===== src/hdl/dtr_params.svh =====
// Purpose: constants for the discovery table read block
// Assumes: table and timing values fixed by the device
// Notes: definitions only
`ifndef DTR_PARAMS_SVH
`define DTR_PARAMS_SVH
`define DTR_CMD_CODE 8'h5A
`define DTR_ADDR_BITS 24
`define DTR_PTR_W 11
`define DTR_DUMMY_EXT 5'd8
`define DTR_DUMMY_QUAD 5'd10
`define DTR_CMD_BITS 3'd7
`define DTR_ADDR_LAST 5'd23
`define DTR_FILL 8'hFF
`define DTR_SYNC_IDLE 6'h1F
`define DTR_ZERO 8'h00
`define DTR_TBL_LAST 7'h53
`define DTR_PROT_EXT 2'h0
`define DTR_PROT_DUAL 2'h1
`define DTR_PROT_QUAD 2'h2
`endif


===== src/hdl/dtr_pkg.sv =====
// Purpose: types for the discovery table read block
// Assumes: used with dtr_params.svh
// Notes: types only
package dtr_pkg;
   typedef enum logic [2:0] {
      DTR_IDLE = 3'h0,
      DTR_CMD = 3'h1,
      DTR_ADDR = 3'h3,
      DTR_DUMMY = 3'h2,
      DTR_DATA = 3'h6,
      DTR_SKIP = 3'h7
   } dtr_state_e;
   typedef logic [1:0] dtr_prot_t;
endpackage


===== src/hdl/dtr_discovery_read.sv =====
// Purpose: serial discovery-parameter table read, sampled on the system clock
// Assumes: serial clock far slower than clock; host keeps its own rules
// Notes: array reads, program, erase and register commands are not decoded
`timescale 1ns/1ps
`default_nettype none
`include "dtr_params.svh"

// Summary of operation
// - Dummy clocks follow address: 8 extended or dual, 10 quad; no drive.
// - Output table bytes from given address, advancing after each byte.
// - Pointer wraps from table end at 2048 bytes back to zero.
// - Select high at any time stops driving and abandons the operation.
// - Always continuous; burst-wrap setting ignored.
// - Bytes 00h-03h return signature 53h 46h 44h 50h.
// - 04h=00h, 05h=01h, 06h=00h, 07h=FFh.
// - Parameter header 08h-0Fh: 00 00 01 09 30 00 00 FF.
// - Locations 10h through 2Fh return FFh.
// - Byte 30h: erase size 01b, granularity 1, bits 4:3 zero, 111b above.
// - Byte 31h returns 4KB erase opcode 20h.
// - Byte 32h is F1h; byte 33h returns FFh.
// - Density bytes 34h-37h: FFh FFh FFh 07h.
// - 38h holds 1-4-4 dummy 01001b, mode 001b; 39h holds EBh.
// - 3Ah holds 1-1-4 dummy 00111b, mode 001b; 3Bh holds 6Bh.
// - 3Ch holds 1-1-2 dummy 01000b, mode 000b; 3Dh holds 3Bh.
// - 3Eh holds 1-2-2 dummy 00111b, mode 001b; 3Fh holds BBh.
// - 40h reports 2-2-2 and 4-4-4 support, reserved set; 41h-45h FFh.
// - 46h holds 2-2-2 dummy 00111b, mode 001b; 47h BBh; 48h-49h FFh.
// - 4Ah holds 4-4-4 dummy 01001b, mode 001b; 4Bh holds EBh.
// - Erase types: 0Ch/20h, 10h/D8h, then 50h-53h all zero.
// - Address bits are sampled on rising serial clock edges.
module dtr_discovery_read (
   input wire logic clock,
   input wire logic sys_rst,
   input wire logic clk_en,
   input wire dtr_pkg::dtr_prot_t prot_mode,
   input wire logic burst_wrap_en,
   input wire logic serial_clk,
   input wire logic chip_sel_n,
   input wire logic [3:0] io_lanes_in,
   output logic [3:0] io_lanes_out,
   output logic [3:0] io_lanes_oe,
   output logic busy
);
   import dtr_pkg::*;

   // ----------------------------------------
   // Input synchronisers
   // ----------------------------------------
   logic [5:0] meta_q;
   logic [5:0] sync_q;
   logic sclk_prev_q;
   logic sclk_rise;
   logic sclk_fall;
   logic sel_n;
   logic [3:0] lanes;

   always_ff @(posedge clock) begin
      if (sys_rst) begin
         // Idle pin levels: clock low, select high, so no false edge follows reset
         meta_q <= `DTR_SYNC_IDLE;
         sync_q <= `DTR_SYNC_IDLE;
         sclk_prev_q <= 1'b0;
      end else if (clk_en) begin
         meta_q <= {serial_clk, chip_sel_n, io_lanes_in};
         sync_q <= meta_q;
         sclk_prev_q <= sync_q[5];
      end
   end

   assign sel_n = sync_q[4];
   assign lanes = sync_q[3:0];
   assign sclk_rise = sync_q[5] & ~sclk_prev_q;
   assign sclk_fall = ~sync_q[5] & sclk_prev_q;

   // ----------------------------------------
   // Table contents
   // ----------------------------------------
   function automatic logic [7:0] table_byte(input logic [10:0] a);
      logic [7:0] v;
      v = `DTR_FILL;
      if (a[10:7] == 4'h0) begin
         case (a[6:0])
            7'h00: v = 8'h53;
            7'h01: v = 8'h46;
            7'h02: v = 8'h44;
            7'h03: v = 8'h50;
            7'h04: v = 8'h00;
            7'h05: v = 8'h01;
            7'h06: v = 8'h00;
            7'h08: v = 8'h00;
            7'h09: v = 8'h00;
            7'h0A: v = 8'h01;
            7'h0B: v = 8'h09;
            7'h0C: v = 8'h30;
            7'h0D: v = 8'h00;
            7'h0E: v = 8'h00;
            7'h30: v = 8'hE5;
            7'h31: v = 8'h20;
            7'h32: v = 8'hF1;
            7'h37: v = 8'h07;
            7'h38: v = 8'h29;
            7'h39: v = 8'hEB;
            7'h3A: v = 8'h27;
            7'h3B: v = 8'h6B;
            7'h3C: v = 8'h08;
            7'h3D: v = 8'h3B;
            7'h3E: v = 8'h27;
            7'h3F: v = 8'hBB;
            7'h40: v = 8'hFF;
            7'h46: v = 8'h27;
            7'h47: v = 8'hBB;
            7'h4A: v = 8'h29;
            7'h4B: v = 8'hEB;
            7'h4C: v = 8'h0C;
            7'h4D: v = 8'h20;
            7'h4E: v = 8'h10;
            7'h4F: v = 8'hD8;
            default: begin
               // 07h, 0Fh, 10h-2Fh, 33h-36h, 41h-45h, 48h-49h read FFh
               if (a[6:0] >= 7'h50 && a[6:0] <= `DTR_TBL_LAST) begin
                  v = `DTR_ZERO;
               end
            end
         endcase
      end
      // Everything else stays filler, undefined area above 53h
      return v;
   endfunction

   // ----------------------------------------
   // Command sequencer
   // ----------------------------------------
   dtr_state_e state_q;
   logic [4:0] cnt_q;
   logic [7:0] cmd_q;
   logic [10:0] ptr_q;
   logic [7:0] shift_q;
   logic [2:0] bit_left_q;
   logic [2:0] step;
   logic [4:0] dummy_n;

   // Bits per data clock; burst_wrap_en deliberately unused: continuous only
   always_comb begin
      case (prot_mode)
         `DTR_PROT_DUAL: step = 3'd2;
         `DTR_PROT_QUAD: step = 3'd4;
         default: step = 3'd1;
      endcase
   end

   assign dummy_n = (prot_mode == `DTR_PROT_QUAD) ? `DTR_DUMMY_QUAD : `DTR_DUMMY_EXT;

   always_ff @(posedge clock) begin
      if (sys_rst) begin
         state_q <= DTR_IDLE;
         cnt_q <= 5'd0;
      end else if (clk_en) begin
         if (sel_n) begin
            state_q <= DTR_IDLE;
            cnt_q <= 5'd0;
         end else begin
            case (state_q)
               DTR_IDLE: begin
                  state_q <= DTR_CMD;
                  cnt_q <= 5'd0;
               end
               DTR_CMD: if (sclk_rise) begin
                  cnt_q <= cnt_q + 5'd1;
                  if (cnt_q[2:0] == `DTR_CMD_BITS) begin
                     cnt_q <= 5'd0;
                     // Unknown codes park in skip until select rises
                     state_q <= ({cmd_q[6:0], lanes[0]} == `DTR_CMD_CODE) ?
                        DTR_ADDR : DTR_SKIP;
                  end
               end
               DTR_ADDR: if (sclk_rise) begin
                  cnt_q <= cnt_q + 5'd1;
                  if (cnt_q == `DTR_ADDR_LAST) begin
                     cnt_q <= 5'd0;
                     state_q <= DTR_DUMMY;
                  end
               end
               DTR_DUMMY: if (sclk_rise) begin
                  cnt_q <= cnt_q + 5'd1;
                  if (cnt_q == dummy_n - 5'd1) begin
                     state_q <= DTR_DATA;
                  end
               end
               // Data runs until select rises; there is no length limit
               DTR_DATA: state_q <= DTR_DATA;
               DTR_SKIP: state_q <= DTR_SKIP;
               default: state_q <= DTR_IDLE;
            endcase
         end
      end
   end

   // Command shift register, only fills while the command phase runs
   always_ff @(posedge clock) begin
      if (sys_rst) begin
         cmd_q <= 8'h00;
      end else if (clk_en) begin
         if (!sel_n && state_q == DTR_CMD && sclk_rise) begin
            cmd_q <= {cmd_q[6:0], lanes[0]};
         end
      end
   end

   // Read pointer: loaded by address bits, stepped after each byte's last chunk
   always_ff @(posedge clock) begin
      if (sys_rst) begin
         ptr_q <= 11'h000;
      end else if (clk_en && !sel_n) begin
         if (state_q == DTR_ADDR && sclk_rise) begin
            // Upper address bits fold away, table is 2048 bytes
            ptr_q <= {ptr_q[9:0], lanes[0]};
         end else if (state_q == DTR_DATA && sclk_fall && bit_left_q == step) begin
            // Eleven bits roll over from the table end to zero
            ptr_q <= ptr_q + 11'd1;
         end
      end
   end

   // ----------------------------------------
   // Byte fetch
   // ----------------------------------------
   // Top bits of a byte on the active lanes, lane zero lowest
   function automatic logic [3:0] lane_chunk(input logic [7:0] b, input logic [2:0] s);
      logic [3:0] c;
      c = 4'h0;
      case (s)
         3'd2: c = {2'b00, b[7:6]};
         3'd4: c = b[7:4];
         default: c = {3'b000, b[7]};
      endcase
      return c;
   endfunction

   // Lanes driven for a given bit step
   function automatic logic [3:0] lane_mask(input logic [2:0] s);
      logic [3:0] m;
      m = 4'h1;
      case (s)
         3'd2: m = 4'h3;
         3'd4: m = 4'hF;
         default: m = 4'h1;
      endcase
      return m;
   endfunction

   logic [7:0] next_byte;
   // Pointer has already stepped when the last chunk of the previous byte left
   assign next_byte = table_byte(ptr_q);

   // ----------------------------------------
   // Output shifter
   // ----------------------------------------
   logic data_on;
   assign data_on = (state_q == DTR_DATA) && !sel_n;

   // bit_left_q counts bits still waiting after the chunk now on the lanes
   always_ff @(posedge clock) begin
      if (sys_rst) begin
         shift_q <= 8'h00;
         bit_left_q <= 3'd0;
         io_lanes_out <= 4'h0;
      end else if (clk_en) begin
         if (!data_on) begin
            bit_left_q <= 3'd0;
            io_lanes_out <= 4'h0;
         end else if (sclk_fall) begin
            if (bit_left_q == 3'd0) begin
               shift_q <= next_byte << step;
               bit_left_q <= 3'd0 - step;
               io_lanes_out <= lane_chunk(next_byte, step);
            end else begin
               shift_q <= shift_q << step;
               bit_left_q <= bit_left_q - step;
               io_lanes_out <= lane_chunk(shift_q, step);
            end
         end
      end
   end

   // Single lane output goes on lane zero; drive starts at the first data fall
   logic drive_q;
   always_ff @(posedge clock) begin
      if (sys_rst) begin
         drive_q <= 1'b0;
      end else if (clk_en) begin
         drive_q <= data_on && (sclk_fall || drive_q);
      end
   end

   always_comb begin
      io_lanes_oe = 4'h0;
      if (drive_q && data_on) begin
         io_lanes_oe = lane_mask(step);
      end
   end

   assign busy = (state_q != DTR_IDLE);

endmodule
`default_nettype wire


===== config.mk =====
export PLATFORM = sky130hd
export DESIGN_NAME = dtr_discovery_read
export DESIGN_NICKNAME = d
export VERILOG_FILES = /design/src/hdl/dtr_pkg.sv /design/src/hdl/dtr_discovery_read.sv
export VERILOG_INCLUDE_DIRS = /design/src /design/src/hdl
export SDC_FILE = /design/constraint.sdc
export NUM_CORES = 1
export LEC_CHECK = 0
export BUFFER_PORTS_ARGS = -buffer_cell sky130_fd_sc_hd__buf_4
export CAP_MARGIN = 0
export CORE_ASPECT_RATIO = 0.5
export CORE_MARGIN = 4
export CORE_UTILIZATION = 45
export DETAILED_ROUTE_END_ITERATION = 10
export PLACE_DENSITY = 0.64
export SLEW_MARGIN = 25
export SYNTH_ARGS = -nofsm -noshare
export SYNTH_HDL_FRONTEND = slang
export SYNTH_SLANG_ARGS = --single-unit

===== constraint.sdc =====
create_clock -name clock -period 2.7 [get_ports clock]
set_input_delay 0.27 -clock clock [delete_from_list [all_inputs] [get_ports clock]]
set_output_delay 0.27 -clock clock [all_outputs]
set_load 0.02 [all_outputs]

# Word-level counts from Yosys, hierarchy flattened
# Cells that the tools add are included.
# Widths: inputs -> output; s select.
# classes
addsub	5
n_lt_le_gt_ge	2
eq_ne	55
shift	2
n_mux	34
bitwise_logic	4
reduce_logical	32
# op_table
operator	n
$pmux 8 s23	1
$eq 7x6->1 const B	12
$eq 7x7->1 const B	9
$eq 7x4->1 const B	7
$mux 3	11
$mux 5	6
$mux 8	3
$pmux 4 s2	3
$mux 11	2
$eq 7x3->1 const B	3
$pmux 5 s4	1
$ne 3x3->1 const B	6
$pmux 3 s6	1
$mux 4	4
$shl 8x3->8	2
$eq 7x2->1 const B	2
$eq 3x3->1 const B	4
$add 11x1->11 const B	1
$logic_and 1x1->1	10
$reduce_or 2->1	5
$eq 3x2->1 const B	3
$eq 8x7->1 const B	1
$eq 7x1->1 const B	1
$ge 7x7->1 const B	1
30 further kinds	35
# totals
ff_bits	55
out_inout_bits	9
elab_cells	145

# Logic depth before layout (Yosys ltp)
# depth
ltp_word	9
mapped_depth	12
mapped_depth_nobuf	10

# Worst setup path after synthesis
# OpenSTA, ideal clock, no wires.
# synth_path
kind	reg2reg
startpoint	register ptr_q[1]
endpoint	register io_lanes_out[0]
arrival_ns	2.602
required_time_ns	2.571
path_slack_ns	-0.031
path_stages_with_launch	10
path_buffers	1
period_less_slack_ns	2.731
cell_sequence	dfxtp_1 > ha_1 > clkbuf_1 > inv_1 > o32ai_1 > and4bb_4 > and2_1 > or3_1 > a2111oi_0 > o21ai_1
# synth_between
elab_chain_cells	9
elab_cells_between_ends	52
# synth_rtl
item	line	rtl
start: declaration	dtr_discovery_read.sv:136	logic [10:0] ptr_q;
start signal: assignment	dtr_discovery_read.sv:216	ptr_q <= {ptr_q[9:0], lanes[0]};
start signal: assignment	dtr_discovery_read.sv:219	ptr_q <= ptr_q + 11'd1;
$ge 7x7->1 / $le 7x7->1 (equally long branches)	-	
$logic_and 1x1->1 (no source line)	-	
$mux 8	dtr_discovery_read.sv:120	if (a[6:0] >= 7'h50 && a[6:0] <= `DTR_TBL_LAST) begin
$pmux 8 s23 *	dtr_discovery_read.sv:82	case (a[6:0])
$mux 8 *	dtr_discovery_read.sv:81	if (a[10:7] == 4'h0) begin
$pmux 4 s2 *	dtr_discovery_read.sv:231	case (s)
$mux 4 *	dtr_discovery_read.sv:272	if (bit_left_q == 3'd0) begin
$mux 4 *	dtr_discovery_read.sv:271	end else if (sclk_fall) begin
$mux 4 *	dtr_discovery_read.sv:268	if (!data_on) begin
end signal: assignment	dtr_discovery_read.sv:275	io_lanes_out <= lane_chunk(next_byte, step);
end signal: assignment	dtr_discovery_read.sv:279	io_lanes_out <= lane_chunk(shift_q, step);
end: declaration	dtr_discovery_read.sv:40	output logic [3:0] io_lanes_out,
# Every way passes the cells marked *; elsewhere a longest branch is shown, timed or not. The select of a mux whose other input is x is not followed.
# A chain may end at the register's enable or synchronous reset.

# Worst setup path after layout
# layout_path
startpoint	register ptr_q[6]
endpoint	register shift_q[4]
# layout_between
elab_chain_cells	7
elab_cells_between_ends	50
# layout_rtl
item	line	rtl
$ge 7x7->1 / $le 7x7->1 (equally long branches)	-	
$logic_and 1x1->1 (no source line)	-	
$mux 8	dtr_discovery_read.sv:120	
$pmux 8 s23 *	dtr_discovery_read.sv:82	
$mux 8 *	dtr_discovery_read.sv:81	
$shl 8x3->8 *	dtr_discovery_read.sv:273	shift_q <= next_byte << step;
$mux 8 *	dtr_discovery_read.sv:272	
end signal: assignment	dtr_discovery_read.sv:273	
end signal: assignment	dtr_discovery_read.sv:277	shift_q <= shift_q << step;
end: declaration	dtr_discovery_read.sv:137	logic [7:0] shift_q;
# Every way passes the cells marked *; elsewhere a longest branch is shown, timed or not.

==> metrics.md <==
| Metric | Value |
|---|---|
| # IOs | 21 |
| Placed Instances | 641 |
| Async SR Flop Fraction | 0 |
| First-pass GRT wire length | 16900 um |
| Crit path DAT | 2.88 ns |
| Die area | 9610 um^2 |
| H-tree Lvls | 2 |
| Hold buffers post-CTS | 0 |
| Total of max-cap violations | 0 |
| EDFF count, synth | 0 |
| # rows | 22 |
| I/O Buffers | 16 |
| Most common cell after layout, fill and taps aside | buf_4 |
| Crit path time final | 2.73 ns |
| Drt drc | 0 |
| N_diodes | 0 |
| RSZ-0062 raised after global routing | yes |
| Cells after synthesis | 475 |
| CP bufs+invs | 4 |
| Router iterations before antenna repair | 5 |
| Cts bufs inserted | 5 |
| Synth-to-Final Area Change | 29.2% |
| Period utilisation layout | 1.01 |
| Vias in the first global route | 3377 |
| Hold crit path type | primary input to flop |
| CTS sink cnt | 49 |
| CP most frequent cell | buf_4 |
| Worst skew pair latency | 0.29 ns |
| Reg clk slew, reported paths | 0.06 ns |
| Endpoints failing setup | 4 |
| Worst Setup End Kind | flop |
| Seq/Total Area, Yosys | 0.272 |
| Crit path largest cell delay | 0.61 ns |
| CP startpoint kind | flop |
| Largest net degree at the start of global routing | 50 |
| Cell family with most CP delay | compound AO/OA/AOI/OAI gates |
| Max IR drop VDD | 0.263 mV |
| Post-synthesis cell area | 3610 um^2 |
| Initial DRC count | 403 |
| Routed wire length | 10300 um |
| Final std cell area, no fill | 4670 um^2 |
| Worst Path Max Fanout | 8 |
| Fmax | 0.366 GHz |
| Primary FF master, synth | dfxtp_1 |
| Total Power | 1.63 mW |
| CP Cell Sequence | or4bb_4 > o211ai_1 > buf_4 > nor4_4 > buf_4 > buf_4 > o41ai_4 > buf_4 > nand2_1 > a211oi_2 > a2111oi_1 |
| Failing checks | setup timing |
| Status | finished, violations left |
| Mean Syn Cell Area | 7.60 um^2 |
| CTS tree | done |
| Ratio of cells with drive above 1 in the final layout | 0.270 |
| Final Hold Viols | 0 |
| Power per cell area | 349 nW/um^2 |
| Final std cells w/o fill | 656 |
| Worst setup margin | -0.0307 ns |
| Initial antenna violation count | 0 |
| DIE WIDTH | 135 um |
| Synth warnings | 0 |
| Filler instances | 689 |
| Rel. slew slack | 0.596 |
| WP data required | 2.85 ns |
| Via/cell ratio | 5.82 |
| Type of the worst setup path | flop to flop |
| Fin. max-slew vios | 0 |
| Total gr overflow | 0 |
| Post-Syn Nets | 500 |
| Gr usage total | 0.214 |
| CP max stage cell | or4bb_4 |
| Gpl congestion | 0.920 |
| Core box area | 7570 um^2 |
| Dpl cell area | 4290 um^2 |
| Die span in y | 71.4 um |
| Pleak | 1.85 nW |
| Deepest clock path buffer count | 2 |
| Clk_skew | 0.00219 ns |
| Half-perimeter wire length after detailed placement | 7410 um |
| Via count | 3816 |
| Initial core utilization | 0.477 |
| Distinct cells, synth | 73 |
| Antenna viol nets, final | 0 |
| Synth Register Bits | 49 |
| Slew @ Worst Pin | 0.602 ns |
| DR WL/cell | 15.7 um |
| Total Nets Final | 572 |
| Final core utilization | 0.616 |
| Clock Root Buffer | clkbuf_16 |
| Most frequent cells in the layout | buf_4 (98), nor2_1 (57), dfxtp_1 (44), nand2_1 (42), a21oi_1 (25) |
## power breakdown
part | internal [mW] | switching [mW] | leakage, nW
clock network | 0.462 | 0.271 | 0.0831
registers | 0.731 | 0.00890 | 0.399
logic | 0.0647 | 0.0906 | 1.37
total | 1.26 | 0.370 | 1.85
## worst register-to-register path, cell delays in order (launching register included)
cell and delay (ns):
dfxtp_1 0.48, or4bb_4 0.61, o211ai_1 0.23, buf_4 0.16, nor4_4 0.05, buf_4 0.17
buf_4 0.14, o41ai_4 0.27, buf_4 0.17, nand2_1 0.06, a211oi_2 0.18, a2111oi_1 0.07
## repair_timing
action                                  4_1_cts  5_1_grt
endpoints found under the setup margin        9       10
hold endpoints to repair                      0        0
cloned                                        0        0
resized for setup                            15       20
pin swaps                                     9       16
buffers inserted                              2        5
## synthesized netlist by cell type (6+ instances only)
master     n  area (um^2)
nor2_1    57          214
dfxtp_1   49          981
nand2_1   42          158
a21oi_1   28          140
clkbuf_1  27          101
nand3_1   24          120
o21ai_0   22          110
nor2b_1   14         87.6
inv_1     13         48.8
ha_1      12          150
mux2i_1   12          120
nor3_1    12         60.1
a22oi_1    9         67.6
nand4_1    7         43.8
o211ai_1   7         52.6
o22ai_1    7         43.8
or3_1      7         43.8
a211oi_1   6         45.0
## final timing paths
kind / startpoint / end / slack [ns] / cells after the start
setup / recovery: ptr_q[6] / shift_q[4] / -0.03 / 11
hold / removal: chip_sel_n / meta_q[4] / 0.19 / 2
setup reg to reg: ptr_q[6] / shift_q[4] / -0.03 / 11
hold reg to reg: meta_q[0] / sync_q[0] / 0.46 / 1
## flip-flops by register name, indices dropped and copies added, names as in the netlist, 3 cells and up
name          cells
cmd_q             7
shift_q           8
bit_left_q        3
sync_q            3
meta_q            3
ptr_q            11
state_q           3
io_lanes_out      4
cnt_q             5
## routing by layer
layer	track usage	wire (um)	vias up
met5	0	0	-
li1	-	-	1918
met3	0.0407	529	16
met1	0.319	5310	1773
met4	0.0688	180	0
met2	0.308	4260	109
## per-stage QoR
| step | setup slack [ns] | setup TNS [ns] | hold WS [ns] |
|---|---|---|---|
| 2_1_floorplan | 0.0693 | 0 | 0.392 |
| 5_1_grt | -0.183 | -0.999 | 0.195 |
| 3_5_place_dp | -0.145 | -0.730 | 0.448 |
| 6_report | -0.0307 | -0.0823 | 0.190 |
| 3_3_place_gp | -0.112 | -0.376 | 0.445 |
| 4_1_cts | -0.0108 | -0.0225 | 0.189 |
## area by class of cell
type | instances | area, um^2 | area share
Tap cell | 108 | 135 | 0.0290
Inverter | 14 | 52.6 | 0.0113
Sequential cell | 49 | 987 | 0.212
Clock buffer | 6 | 139 | 0.0298
Timing Repair Buffer | 99 | 747 | 0.160
Clock inverter | 2 | 37.5 | 0.00805
Multi-Input combinational cell | 378 | 2570 | 0.550
## kinds of logic after synthesis
logic type,count (synthesis),synth area share
XOR/XNOR,7,0.0170
multiplexers,12,0.0333
AO/OA/AOI/OAI,142,0.282
buffers and inverters,48,0.0561
adder cells (fa/ha/maj),13,0.0471
AND/OR/NAND/NOR,204,0.293
flip-flops,49,0.272
Power figures use the tool's default switching activity.
